## config.mk

```make
export PLATFORM = sky130hd
export DESIGN_NAME = pmic_supervisor_control
export DESIGN_NICKNAME = d
export VERILOG_FILES = /design/src/verilog/pmic_sv_pkg.sv /design/src/verilog/pmic_supervisor_control.sv
export SDC_FILE = /design/constraint.sdc
export NUM_CORES = 1
export LEC_CHECK = 0
export ABC_AREA = 1
export BUFFER_PORTS_ARGS = -buffer_cell sky130_fd_sc_hd__clkbuf_2
export CORE_MARGIN = 1
export CORE_UTILIZATION = 50
export DETAILED_ROUTE_END_ITERATION = 12
export PLACE_DENSITY = 0.76
export SKIP_LAST_GASP = 1
export SLEW_MARGIN = 25
export SYNTH_ARGS = -nofsm -noshare
export SYNTH_HDL_FRONTEND = slang
export SYNTH_SLANG_ARGS = --single-unit
```

## constraint.sdc

```tcl
create_clock -name clk -period 3.6 [get_ports clk]
set_input_delay 0.36 -clock clk [delete_from_list [all_inputs] [get_ports clk]]
set_output_delay 0.36 -clock clk [all_outputs]
set_load 0.01 [all_outputs]
```

## src/verilog/pmic_sv_pkg.sv

```systemverilog
package pmic_sv_pkg;
// ----------------------------------------------------------------
// Notes on behaviour
// - reset low while any controlling rail not okay
// - per-rail bit selects reset gating
// - disabled rail reads okay
// - enabled rail okay only once output regulates
// - hard reset holds registers at default
// - hard reset polarity is factory set
// - factory option forces supplement mode
// - 8 s watchdog runs only when enabled
// - pmic address traffic restarts watchdog
// - expiry gives soft reset or power cycle
// - cycle command drops bucks for 8 ms
// - power off bit stops all regulators
// - writes need key 0xAA at 0x0A
// - each address keeps its own key
// - over 120 C sets warning and interrupt
// - over 145 C stops bucks and boost
// - over 155 C stops everything
// - recover after 15 C fall
// - reset release delay 20/40/60/100 ms
// - watchdog expiry raises interrupt, clearing all masks
// - interrupt held until status read
// ----------------------------------------------------------------

localparam int CLK_MHZ     = 100;               // system clock rate
localparam int NUM_RAILS   = 6;                 // bucks 0..3, ldo, boost
localparam int RAIL_LDO    = 4;
localparam int RAIL_BOOST  = 5;
localparam int WD_TIME_S   = 8;                 // watchdog period
localparam int WD_CYCLES   = WD_TIME_S * CLK_MHZ * 1000000;
localparam int PC_TIME_MS  = 8;                 // buck off time
localparam int PC_CYCLES   = PC_TIME_MS * CLK_MHZ * 1000;
localparam int DLY0_MS     = 20;                // reset release delays
localparam int DLY1_MS     = 40;
localparam int DLY2_MS     = 60;
localparam int DLY3_MS     = 100;
localparam int DLY0_CYCLES = DLY0_MS * CLK_MHZ * 1000;
localparam int DLY1_CYCLES = DLY1_MS * CLK_MHZ * 1000;
localparam int DLY2_CYCLES = DLY2_MS * CLK_MHZ * 1000;
localparam int DLY3_CYCLES = DLY3_MS * CLK_MHZ * 1000;

// register offsets
localparam logic [7:0] REG_PWR_CMD = 8'h04;
localparam logic [7:0] REG_WD_CFG  = 8'h05;
localparam logic [7:0] REG_RST_SEL = 8'h06;
localparam logic [7:0] REG_STATUS  = 8'h07;
localparam logic [7:0] REG_MASK    = 8'h08;
localparam logic [7:0] REG_UNLOCK  = 8'h0A;
localparam logic [7:0] UNLOCK_KEY  = 8'hAA;

// field positions
localparam int CMD_CYCLE_BIT = 0;
localparam int CMD_OFF_BIT   = 1;
localparam int WD_SRE_BIT    = 0;
localparam int WD_PCE_BIT    = 1;
localparam int DLY_LSB       = 2;
localparam int ST_WD_BIT     = 3;

// values after reset
localparam logic [7:0] PWR_CMD_RST = 8'h00;
localparam logic [7:0] WD_CFG_RST  = 8'h00;
localparam logic [7:0] RST_SEL_RST = 8'h3F;
localparam logic [7:0] MASK_RST    = 8'h00;
localparam logic [7:0] KEY_RST     = 8'h00;

// factory modes of multi_pin_five
localparam logic [1:0] PIN5_NONE  = 2'h0;
localparam logic [1:0] PIN5_HARD  = 2'h1;
localparam logic [1:0] PIN5_SUPPL = 2'h2;

// asynchronous inputs, synchronised as one group
typedef struct packed {
  logic       scl;
  logic       sda;
  logic       pin5;
  logic [5:0] ok;     // rail comparators
  logic [2:0] hot;    // over 120/145/155 C
  logic [2:0] cool;   // below 105/130/140 C
} pins_t;

typedef enum logic [6:0] {
  ST_IDLE = 7'h01,
  ST_ADDR = 7'h02,
  ST_AACK = 7'h04,
  ST_RXB  = 7'h08,
  ST_WACK = 7'h10,
  ST_TXB  = 7'h20,
  ST_RACK = 7'h40
} i2c_st_t;

endpackage

```

## src/verilog/pmic_supervisor_control.sv

```systemverilog
`timescale 1ns/10ps
module pmic_supervisor_control
  import pmic_sv_pkg::*;
#(
  parameter int         WD_CYC    = WD_CYCLES,
  parameter int         PC_CYC    = PC_CYCLES,
  parameter int         DLY0_CYC  = DLY0_CYCLES,
  parameter int         DLY1_CYC  = DLY1_CYCLES,
  parameter int         DLY2_CYC  = DLY2_CYCLES,
  parameter int         DLY3_CYC  = DLY3_CYCLES,
  parameter logic [6:0] PMIC_ADDR = 7'h25,
  parameter logic [6:0] PLP_ADDR  = 7'h26,
  parameter logic [1:0] PIN5_MODE = PIN5_HARD,
  parameter logic       HRST_HIGH = 1'b1
)(
  input  wire logic             clk,
  input  wire logic             rst_b,
  input  wire logic             scl_in,
  input  wire logic             sda_in,
  output logic                  sda_out,
  output logic                  sda_oe,
  input  wire logic             multi_pin_five,
  input  wire logic [5:0]       rail_ok,
  input  wire logic [2:0]       temp_hot,
  input  wire logic [2:0]       temp_cool,
  output logic [NUM_RAILS-1:0]  rail_enable,
  output logic                  all_circuits_off,
  output logic                  supplement_force,
  output logic                  system_reset_out_n,
  output logic                  fault_interrupt_n
);
// ----------------------------------------------------------------
// input synchronisers
// ----------------------------------------------------------------
pins_t   raw;                 // gathered pins
pins_t   sm_q;                // first stage, read by sy_q only
pins_t   sy_q;                // second stage, safe to use
pins_t   pv_q;                // previous value, for edges

assign raw = '{scl: scl_in, sda: sda_in, pin5: multi_pin_five,
               ok: rail_ok, hot: temp_hot, cool: temp_cool};
always_ff @(posedge clk or negedge rst_b)
  if (!rst_b)
  begin
    sm_q <= '{scl: 1'b1, sda: 1'b1, default: '0};
    sy_q <= '{scl: 1'b1, sda: 1'b1, default: '0};
    pv_q <= '{scl: 1'b1, sda: 1'b1, default: '0};
  end
  else
  begin
    sm_q <= raw;
    sy_q <= sm_q;
    pv_q <= sy_q;
  end
// ----------------------------------------------------------------
// factory pin five options
// ----------------------------------------------------------------
// polarity fixed, hard reset level
wire hrst = (PIN5_MODE == PIN5_HARD) && (sy_q.pin5 == HRST_HIGH);
assign supplement_force = (PIN5_MODE == PIN5_SUPPL) && sy_q.pin5;
// ----------------------------------------------------------------
// i2c slave, scl sampled by clk
// ----------------------------------------------------------------
i2c_st_t    st_q;             // bus state
logic [3:0] cnt_q;            // bits in the current byte
logic [7:0] sh_q;             // receive shift
logic [7:0] tx_q;             // transmit shift
logic [7:0] ptr_q;            // register pointer
logic       rw_q;             // read transfer
logic       plp_q;            // second address selected
logic       first_q;          // next byte is the pointer
logic       nack_q;           // master refused more data
logic       oe_q;             // drive sda low
logic [7:0] rd_data;          // selected read value
wire scl_rise  = sy_q.scl & ~pv_q.scl;
wire scl_fall  = ~sy_q.scl & pv_q.scl;
wire i2c_start = sy_q.scl & pv_q.scl & pv_q.sda & ~sy_q.sda;
wire i2c_stop  = sy_q.scl & pv_q.scl & ~pv_q.sda & sy_q.sda;
wire full      = (cnt_q == 4'h8);
wire hit_pm    = (sh_q[7:1] == PMIC_ADDR);
wire hit_plp   = (sh_q[7:1] == PLP_ADDR);
wire addr_done = scl_fall & (st_q == ST_ADDR) & full;
wire byte_rx   = scl_fall & (st_q == ST_RXB) & full;
wire wr_en     = byte_rx & ~first_q;
wire tx_load   = scl_fall & (((st_q == ST_AACK) & rw_q) |
                             ((st_q == ST_RACK) & ~nack_q));
wire wd_kick   = addr_done & hit_pm;
// bus sequencing; stop and start win over bit edges
always_ff @(posedge clk or negedge rst_b)
  if (!rst_b)
  begin
    st_q    <= ST_IDLE;
    cnt_q   <= 4'h0;
    sh_q    <= 8'h00;
    tx_q    <= 8'h00;
    ptr_q   <= 8'h00;
    rw_q    <= 1'b0;
    plp_q   <= 1'b0;
    first_q <= 1'b0;
    nack_q  <= 1'b0;
  end
  else if (i2c_stop)
    st_q <= ST_IDLE;
  else if (i2c_start)
  begin
    st_q  <= ST_ADDR;
    cnt_q <= 4'h0;
  end
  else if (scl_rise) // data is valid while scl is high
  begin
    if (st_q == ST_RACK)
      nack_q <= sy_q.sda;
    if (st_q == ST_ADDR || st_q == ST_RXB)
      sh_q <= {sh_q[6:0], sy_q.sda};
    if (st_q == ST_ADDR || st_q == ST_RXB || st_q == ST_TXB)
      cnt_q <= cnt_q + 4'h1;
  end
  else if (scl_fall)
  begin
    case (st_q)
      ST_ADDR:
        if (full) // unknown address: stay silent till next start
        begin
          st_q  <= (hit_pm | hit_plp) ? ST_AACK : ST_IDLE;
          rw_q  <= sh_q[0];
          plp_q <= hit_plp;
          cnt_q <= 4'h0;
        end
      ST_AACK:
      begin
        st_q    <= rw_q ? ST_TXB : ST_RXB;
        tx_q    <= rd_data;
        first_q <= 1'b1;
      end
      ST_RXB:
        if (full)
        begin
          st_q  <= ST_WACK;
          cnt_q <= 4'h0;
          ptr_q <= first_q ? sh_q : ptr_q + 8'h01;
        end
      ST_WACK:
      begin
        st_q    <= ST_RXB;
        first_q <= 1'b0;
      end
      ST_TXB:
        if (full)
        begin
          st_q  <= ST_RACK;
          ptr_q <= ptr_q + 8'h01;
        end
        else
          tx_q <= {tx_q[6:0], 1'b0};
      ST_RACK:
        if (nack_q)
          st_q <= ST_IDLE;
        else
        begin
          st_q  <= ST_TXB;
          tx_q  <= rd_data;
          cnt_q <= 4'h0;
        end
      default:
        st_q <= st_q;
    endcase
  end
// open-drain data line: only ever pulled low
always_ff @(posedge clk or negedge rst_b)
  if (!rst_b)
    oe_q <= 1'b0;
  else
    oe_q <= (st_q == ST_AACK) | (st_q == ST_WACK) |
            ((st_q == ST_TXB) & ~tx_q[7]);
assign sda_oe  = oe_q;
assign sda_out = 1'b0;
// ----------------------------------------------------------------
// registers
// ----------------------------------------------------------------
logic [7:0] pwr_cmd_q;        // power command control
logic [7:0] wd_cfg_q;         // watchdog enables and delay
logic [7:0] rsel_q;           // reset gating per rail
logic [7:0] mask_q;           // interrupt masks
logic [7:0] key_pm_q;         // key, pmic address
logic [7:0] key_plp_q;        // key, second address
logic [3:0] stat_q;           // sticky status
logic [2:0] trip_q;           // thermal trips
logic       wd_expire;        // watchdog end pulse
// each address has its own key
wire unlocked = plp_q ? (key_plp_q == UNLOCK_KEY)
                      : (key_pm_q == UNLOCK_KEY);
wire wr_ok    = wr_en & (unlocked | (ptr_q == REG_UNLOCK));
wire pm_wr    = wr_ok & ~plp_q;
wire mr_wr    = pm_wr & (ptr_q == REG_PWR_CMD) & sh_q[CMD_CYCLE_BIT];
wire stat_rd  = tx_load & ~plp_q & (ptr_q == REG_STATUS);
wire sre      = wd_cfg_q[WD_SRE_BIT];
wire pce      = wd_cfg_q[WD_PCE_BIT];
wire soft_rst = wd_expire & sre & ~pce;
wire pc_start = mr_wr | (wd_expire & pce);
wire power_off = pwr_cmd_q[CMD_OFF_BIT];
// hard reset, cycle command and watchdog expiry load the reset values
wire reg_clr   = hrst | mr_wr | wd_expire;
// read data; the second address only shows its key
assign rd_data = plp_q ? ((ptr_q == REG_UNLOCK) ? key_plp_q : 8'h00) :
                 (ptr_q == REG_PWR_CMD) ? pwr_cmd_q :
                 (ptr_q == REG_WD_CFG)  ? wd_cfg_q :
                 (ptr_q == REG_RST_SEL) ? rsel_q :
                 (ptr_q == REG_STATUS)  ? {4'h0, stat_q} :
                 (ptr_q == REG_MASK)    ? mask_q :
                 (ptr_q == REG_UNLOCK)  ? key_pm_q : 8'h00;
// writable registers; the clear is synchronous, not a reset
always_ff @(posedge clk or negedge rst_b)
  if (!rst_b)
  begin
    pwr_cmd_q <= PWR_CMD_RST;
    wd_cfg_q  <= WD_CFG_RST;
    rsel_q    <= RST_SEL_RST;
    mask_q    <= MASK_RST;
    key_pm_q  <= KEY_RST;
    key_plp_q <= KEY_RST;
  end
  else if (reg_clr)
  begin
    pwr_cmd_q <= PWR_CMD_RST;
    wd_cfg_q  <= WD_CFG_RST;
    rsel_q    <= RST_SEL_RST;
    mask_q    <= MASK_RST;
    key_pm_q  <= KEY_RST;
    key_plp_q <= KEY_RST;
  end
  else
  begin
    if (pm_wr && ptr_q == REG_PWR_CMD) // cycle bit self clears, never stored
      pwr_cmd_q <= {sh_q[7:1], 1'b0};
    if (pm_wr && ptr_q == REG_WD_CFG)
      wd_cfg_q <= sh_q;
    if (pm_wr && ptr_q == REG_RST_SEL)
      rsel_q <= sh_q;
    if (pm_wr && ptr_q == REG_MASK)
      mask_q <= sh_q;
    if (wr_ok && ptr_q == REG_UNLOCK && !plp_q)
      key_pm_q <= sh_q;
    if (wr_ok && ptr_q == REG_UNLOCK && plp_q)
      key_plp_q <= sh_q;
  end
// trip holds until the cool comparator clears it
always_ff @(posedge clk or negedge rst_b)
  if (!rst_b)
    trip_q <= 3'h0;
  else
    trip_q <= sy_q.hot | (trip_q & ~sy_q.cool);
wire [3:0] stat_set = {wd_expire, trip_q};
always_ff @(posedge clk or negedge rst_b)
  if (!rst_b)
    stat_q <= 4'h0;
  else
    stat_q <= stat_set | (stat_q & {4{~(stat_rd | reg_clr)}});
always_ff @(posedge clk or negedge rst_b)
  if (!rst_b)
    fault_interrupt_n <= 1'b1;
  else
    fault_interrupt_n <= ~|(stat_q & ~mask_q[3:0]);
// ----------------------------------------------------------------
// watchdog and power cycle
// ----------------------------------------------------------------
logic [31:0] wd_cnt_q;        // time since the last pmic address
logic [31:0] pc_cnt_q;        // remaining buck off time
wire         wd_en = sre | pce;
wire         pc_busy = |pc_cnt_q;
// counts only when enabled, kicked by traffic
assign wd_expire = wd_en & (wd_cnt_q == 32'(WD_CYC - 1));
always_ff @(posedge clk or negedge rst_b)
  if (!rst_b)
    wd_cnt_q <= 32'h0;
  else if (!wd_en || wd_kick || wd_expire)
    wd_cnt_q <= 32'h0;
  else
    wd_cnt_q <= wd_cnt_q + 32'h1;
// bucks off for a fixed time
always_ff @(posedge clk or negedge rst_b)
  if (!rst_b)
    pc_cnt_q <= 32'h0;
  else if (pc_start)
    pc_cnt_q <= 32'(PC_CYC);
  else if (pc_busy)
    pc_cnt_q <= pc_cnt_q - 32'h1;
// ----------------------------------------------------------------
// rail enables
// ----------------------------------------------------------------
// ldo and boost survive a cycle
wire base_on  = ~hrst & ~power_off & ~trip_q[2];
wire buck_on  = base_on & ~pc_busy & ~trip_q[1];
wire boost_on = base_on & ~trip_q[1];
always_ff @(posedge clk or negedge rst_b)
  if (!rst_b)
    rail_enable <= '0;
  else
    rail_enable <= {boost_on, base_on, {4{buck_on}}};
assign all_circuits_off = trip_q[2];
// ----------------------------------------------------------------
// system reset output
// ----------------------------------------------------------------
logic [31:0] rst_cnt_q;       // time since rails good
wire  [1:0]  dsel = wd_cfg_q[DLY_LSB +: 2];
wire [5:0] ok_eff  = ~rail_enable | sy_q.ok;
wire       ctrl_ok = &(~rsel_q[5:0] | ok_eff);
wire       hold    = ~ctrl_ok | soft_rst | hrst | power_off |
                     pc_busy | trip_q[2];
wire [31:0] dly = (dsel == 2'h0) ? 32'(DLY0_CYC) :
                  (dsel == 2'h1) ? 32'(DLY1_CYC) :
                  (dsel == 2'h2) ? 32'(DLY2_CYC) : 32'(DLY3_CYC);
wire rst_done = (rst_cnt_q >= dly);
always_ff @(posedge clk or negedge rst_b)
  if (!rst_b)
  begin
    rst_cnt_q          <= 32'h0;
    system_reset_out_n <= 1'b0;
  end
  else
  begin
    rst_cnt_q          <= hold ? 32'h0 : rst_cnt_q + {31'h0, ~rst_done};
    system_reset_out_n <= ~hold & rst_done;
  end
endmodule // pmic_supervisor_control

```

Word-level counts from Yosys, hierarchy flattened
Cells that the tools add are included.

Flip-flop bits (word level): 231. Input bits: 17. Output and inout bits: 12. Word-level logic and storage cells: 250.

Add/sub/neg operators: 5. Magnitude comparators: 1. Eq/ne operators: 31. Multiplexer cells: 54. Bitwise logic cells: 80. Reduce and logical (&&, ||, !) cells: 41.

Operators with widths (number): 8-bit two-way mux (25); 32-bit two-way mux (4); 24-bit two-way mux (3); 7-bit two-way mux (7); 7-bit one-hot mux with 6 select lines (1); 1-bit bitwise AND (33); 32-bit by 1-bit adder with 32-bit output (1); 32-bit by 1-bit adder with 32-bit output, second input constant (1); 32-bit by 30-bit equality test with 1-bit output, second input constant (1); 8-bit by 3-bit equality test with 1-bit output, second input constant (4); 32-bit by 24-bit >= comparator with 1-bit output (1); 32-bit OR reduction (1); 32-bit by 1-bit subtractor with 32-bit output, second input constant (1); 4-bit two-way mux (6); 8-bit one-hot mux with 3 select lines (1); 6-bit AND reduction (4); 7-bit by 6-bit equality test with 1-bit output, second input constant (3); 1-bit inverter (21); 2-bit nonzero test (9); 8-bit by 4-bit equality test with 1-bit output, second input constant (2); 8-bit equality test, second input constant (2); 4-bit != test, second input constant (4); 8-bit one-hot mux with 2 select lines (1); 1-bit OR (15); 38 further kinds (61).

Logic depth before layout (Yosys ltp)
Depth after elaboration: 15. Depth in mapped cells: 22. Depth with buffers taken out: 22.

Worst setup path before layout
Ideal clock, no wire load.

Path type: register to register. Start point: register wd_cfg_q[3]. End point: register rst_cnt_q[28]. Library setup time: 72 ps. Arrival time: 2923 ps. Required time: 3528 ps. Path slack: 606 ps. Stages on the path, launching flop included: 21. Buffers on the path: 0. Period minus slack after synthesis: 2994 ps. Cell sequence: dfrtp_1 -> inv_1 -> ha_1 -> nor2_1 -> ha_1 -> a21oi_1 -> nand2_1 -> a211oi_1 -> nand3_1 -> inv_1 -> ha_1 -> nand3_2 -> nor2_4 -> nand4_1 -> nor2_2 -> nand2_1 -> nor2_2 -> inv_1 -> nor2_1 -> nor2_1 -> nor2_1.

Longest elaborated chain between the ends: 8. Elaborated cells on any way between the ends: 10. Those cells by class: 1 x add/sub; 1 x order compare; 2 x eq/ne; 4 x mux; 1 x bitwise; 1 x reduce/logical.

Ends and longest elaborated chain: from (decl) (line pmic_supervisor_control.sv:181) `logic [7:0] wd_cfg_q;`; from (signal assigned) (line pmic_supervisor_control.sv:236) `wd_cfg_q <= sh_q;`; 2-bit equality test (line pmic_supervisor_control.sv:311) `(dsel == 2'h2) ? 32'(DLY2_CYC) : 32'(DLY3_CYC);`; 24-bit two-way mux (line pmic_supervisor_control.sv:311); 24-bit two-way mux (line pmic_supervisor_control.sv:310) `(dsel == 2'h1) ? 32'(DLY1_CYC) :`; 24-bit two-way mux (*) (line pmic_supervisor_control.sv:309) `wire [31:0] dly = (dsel == 2'h0) ? 32'(DLY0_CYC) :`; 32-bit by 24-bit >= comparator with 1-bit output (*) (line pmic_supervisor_control.sv:312) `wire rst_done = (rst_cnt_q >= dly);`; 1-bit inverter (*) (line pmic_supervisor_control.sv:321) `rst_cnt_q <= hold ? 32'h0 : rst_cnt_q + {31'h0, ~rst_done};`; 32-bit by 1-bit adder with 32-bit output (*) (line pmic_supervisor_control.sv:321); 32-bit two-way mux (*) (line pmic_supervisor_control.sv:321); to (signal assigned) (line pmic_supervisor_control.sv:321); to (decl) (line pmic_supervisor_control.sv:303) `logic [31:0] rst_cnt_q;`.

Mark *: on every way between the ends. The rest lies on a longest branch, timed or not. A chain may end at the register's enable or synchronous reset.

Worst setup path in the final report
Start point: register wd_cfg_q[2]. End point: register rst_cnt_q[31].

The elaborated chain is that of the path after synthesis.

==> results.txt <==
total global-route track usage - 0.2351
list of most frequent post-synthesis cells - sky130_fd_sc_hd__nand2_1 (360), sky130_fd_sc_hd__dfrtp_1 (213), sky130_fd_sc_hd__nor2_1 (212), sky130_fd_sc_hd__inv_1 (159), sky130_fd_sc_hd__nand4_1 (124)
Distinct cells, synth - 51
number of iterations in the first detailed-routing pass - 5
final critical delay including setup and external delays - 3376 ps
number of cells on the worst reg-to-reg path - 19
final core utilization - 0.5691
sequential area share after synthesis - 0.4628
mapped cell area - 12,310 sq um
most frequently used flop master after synthesis - sky130_fd_sc_hd__dfrtp_1
initial cell density of the core - 0.5077
synthesized area per cell - 7.897 sq um
cell accounting for the most synthesized area - sky130_fd_sc_hd__dfrtp_1
main area contributors after synthesis - sky130_fd_sc_hd__dfrtp_1 (43%), sky130_fd_sc_hd__nand2_1 (11%), sky130_fd_sc_hd__nor2_1 (6.5%)
reg2reg setup slack - 220 ps
Clock Sinks - 227
antenna violations before repair - 0
min-delay worst type - reg -> reg
port buffer count - 26
proportion of total power due to net switching - 0.2346
maximum number of pins on one net before global-route repair - 97
result of the run - finished, final reports clean
Worst Setup Start Kind - register
grt total ovfl - 0
Max transition margin - 0.5157
number of DRC violations after detailed-routing iteration 0 - 993
maximum net fanout on the critical path - 6
Worst setup startpoint - wd_cfg_q[2]
Fillers - 2,173
post-route non-filler standard cell count - 1,940
vias after detailed routing - 10,693
Flop pwr share - 0.483
latest clock arrival within the worst-skew pair - 530 ps
internal power consumption - 4.293 mW
final antenna-violating net count - 0
Synth Register Bits - 227
clock tree root buffer cell - sky130_fd_sc_hd__clkbuf_16
Power Total - 5.609 mW
critical path capture point type - register
final weighted congestion in routability-driven placement - 0.9399
number of rows created at floorplan - 57
critical path's largest stage delay - 450 ps
routed wire length - 29,460 microns
final clock skew - 11.19 ps
dpl hpwl - 20,500 microns
Net Sw Power - 1.316 mW
Layout Nets - 1,644
die height - 158.9 microns
Floorplan Core Area - 24,250 sq um
Yosys Warn Count - 0
leading cell type by number of instances after synthesis - sky130_fd_sc_hd__nand2_1
# placed instances - 1,874
Leak - 6.584 nW
power density normalized to cell area - 406.4 nW/um^2
signal arrival time at the worst endpoint - 3800 ps
cell family with the largest share of critical-path delay - simple AND/OR/NAND/NOR gates
number of primary I/O pins - 29
number of antenna cells inserted - 0
CTS tree - yes
Crit Reg-Reg Endpoint - rst_cnt_q[31]
deepest level of the CTS H-tree - 1
combinational group share of total power - 0.044
total die area - 25,260 sq um
Longest Clk Path Bufs - 3
total negative slack - 0 ps
total stage count of the critical path - 19
Yosys top cell area share - 0.4329
type of the worst setup path - reg -> reg
final hold violations - 0
Worst Tran Pin Value - 726.5 ps
global-route wire length before repair - 49,830 microns
number of failing setup endpoints in the final timing report - 0
clock edge transition at the registers on the reported setup and hold paths - 60 ps
worst vdd rail ir drop - 0.0003054 V
Buf+Inv Stages, Crit Path - 4
max-capacitance violation count - 0
launching point of the worst reg2reg path - wd_cfg_q[2]
slowest CP cell - sky130_fd_sc_hd__dfrtp_2
crit-path cells - buf_4 > ha_1 > inv_1 > ha_1 > a21oi_1 > nand2_1 > a211oi_2 > nand3_1 > inv_1 > ha_2 > nand3_2 > nor2_4 > nand4_1 > nor2_4 > nand4_1 > nor2_4 > nand4_1 > nand2_1 > inv_1
final max-slew violation count - 0
Max Clk Rate - 296.2 MHz
proportion of power drawn by the clock network - 0.473
Setup crit end - rst_cnt_q[31]
Async S/R FF share, synth - 1.000
vias in the first global route - 10,338
setup repair after global routing missed its margin - no
Post-Synthesis Cells - 1,559
Horiz. Die Dim - 158.9 microns
startpoint of the tightest hold check path - sm_q[4]
number of enable-type register cells in the synthesized netlist - 0
final worst path period share - 0.9377
cts bufs inserted - 26
signed area change from the synthesized netlist to the final layout - 12.09%
proportion of layout cells with a drive suffix above 1 - 0.1071
Remaining DRCs - 0
required time reported for the critical path endpoint - 4020 ps
average routed wire per standard cell - 15.19 microns
vias per cell - 5.512
[metrics by stage]
stage          area, sq um  hold WS [ps]  setup slack, ps
2_1_floorplan        12320         64.41            605.8
4_1_cts              13720         348.0            35.96
5_1_grt              13800         348.7            3.927
3_3_place_gp         12700         331.2            222.5
3_5_place_dp         12700         335.5            34.71
6_report             13800         342.1            224.3
[power groups by stage]
stage               sequential (mW)  clock (mW)  combinational (mW)
floorplan                      2.68           0               0.173
global placement               2.75           0               0.230
detailed placement             2.75           0               0.233
CTS                            2.71        2.71               0.248
global route                   2.71        2.81               0.281
finish                         2.71        2.65               0.246
[routing by layer]
layer,track usage,vias up,share of wire,routed length (microns)
met5,0,-,0,0
met4,0.07780,0,0.025,734
met3,0.03239,59,0.052,1529
met2,0.3933,318,0.48,14080
met1,0.3151,5082,0.45,13110
li1,-,5234,-,-
[kinds of logic after synthesis]
logic type / share of synthesized area
simple gates: 0.3552
flops: 0.4628
buf+inv: 0.07551
compound gates: 0.05183
xor+xnor: 0.02490
fa+ha+maj: 0.02947
other cells: 0.0003046
[what timing repair did]
action | 4_1_cts | 5_1_grt
setup endpoints to repair | 0 | 14
gates resized for setup | 0 | 13
hold buffers | 16 | 0
setup buffers | 0 | 4
hold endpoints to repair | 108 | 0
[how the worst min path moves through the flow]
stage               endpoint  slack, ps  cells past startpoint
global placement     sy_q[2]        330                      0
global route         sy_q[5]        350                      0
finish               sy_q[4]        340                      0
floorplan           cnt_q[0]         60                      0
detailed placement   sy_q[5]        340                      0
CTS                  sy_q[4]        350                      0
[flip-flops by register name, indices dropped and copies added, names as in the netlist, 7 cells and up]
register,cells
pc_cnt_q,32
rst_cnt_q,32
wd_cnt_q,32
sm_q,15
sy_q,14
key_plp_q,8
key_pm_q,8
mask_q,8
ptr_q,8
rsel_q,8
sh_q,8
tx_q,8
wd_cfg_q,8
pwr_cmd_q,7
st_q,7
[worst register-to-register path, cell delays in order, from the launching register on]
cell	delay (ps)
sky130_fd_sc_hd__dfrtp_2	450
sky130_fd_sc_hd__buf_4	150
sky130_fd_sc_hd__ha_1	190
sky130_fd_sc_hd__inv_1	120
sky130_fd_sc_hd__ha_1	270
sky130_fd_sc_hd__a21oi_1	140
sky130_fd_sc_hd__nand2_1	80
sky130_fd_sc_hd__a211oi_2	220
sky130_fd_sc_hd__nand3_1	120
sky130_fd_sc_hd__inv_1	100
sky130_fd_sc_hd__ha_2	190
sky130_fd_sc_hd__nand3_2	110
sky130_fd_sc_hd__nor2_4	130
sky130_fd_sc_hd__nand4_1	170
sky130_fd_sc_hd__nor2_4	240
sky130_fd_sc_hd__nand4_1	160
sky130_fd_sc_hd__nor2_4	210
sky130_fd_sc_hd__nand4_1	110
sky130_fd_sc_hd__nand2_1	80
sky130_fd_sc_hd__inv_1	30
[cell usage in the layout (no fill, tap or decap), types with 7 or more instances in the layout]
master / count
sky130_fd_sc_hd__nand4_1: 124
sky130_fd_sc_hd__nor2_1: 212
sky130_fd_sc_hd__inv_2: 23
sky130_fd_sc_hd__xor2_1: 24
sky130_fd_sc_hd__nor3b_1: 12
sky130_fd_sc_hd__nand3_1: 91
sky130_fd_sc_hd__o211ai_1: 9
sky130_fd_sc_hd__nor2_4: 11
sky130_fd_sc_hd__clkbuf_2: 25
sky130_fd_sc_hd__a21oi_1: 53
sky130_fd_sc_hd__nand2_1: 359
sky130_fd_sc_hd__nand3_2: 7
sky130_fd_sc_hd__buf_4: 9
sky130_fd_sc_hd__nor3_1: 53
sky130_fd_sc_hd__inv_1: 158
sky130_fd_sc_hd__dlygate4sd3_1: 16
sky130_fd_sc_hd__dfstp_2: 14
sky130_fd_sc_hd__clkbuf_16: 27
sky130_fd_sc_hd__nor3_2: 14
sky130_fd_sc_hd__nor4_1: 14
sky130_fd_sc_hd__dfrtp_1: 211
sky130_fd_sc_hd__o21ai_0: 32
sky130_fd_sc_hd__ha_1: 27
sky130_fd_sc_hd__xnor2_1: 11
[area by class of cell]
| cell class | count | area (sq um) | share of cell area |
|---|---|---|---|
| clock inverter | 8 | 96.34 | 0.006981 |
| sequential | 227 | 5700 | 0.4131 |
| timing repair buffer | 53 | 407.9 | 0.02956 |
| clock buffer | 38 | 767.0 | 0.05558 |
| inverter | 183 | 689.4 | 0.04995 |
| tap | 324 | 405.4 | 0.02937 |
| multi-input combinational | 1107 | 5734 | 0.4155 |
Note: power is estimated with default switching activity, not from simulation.
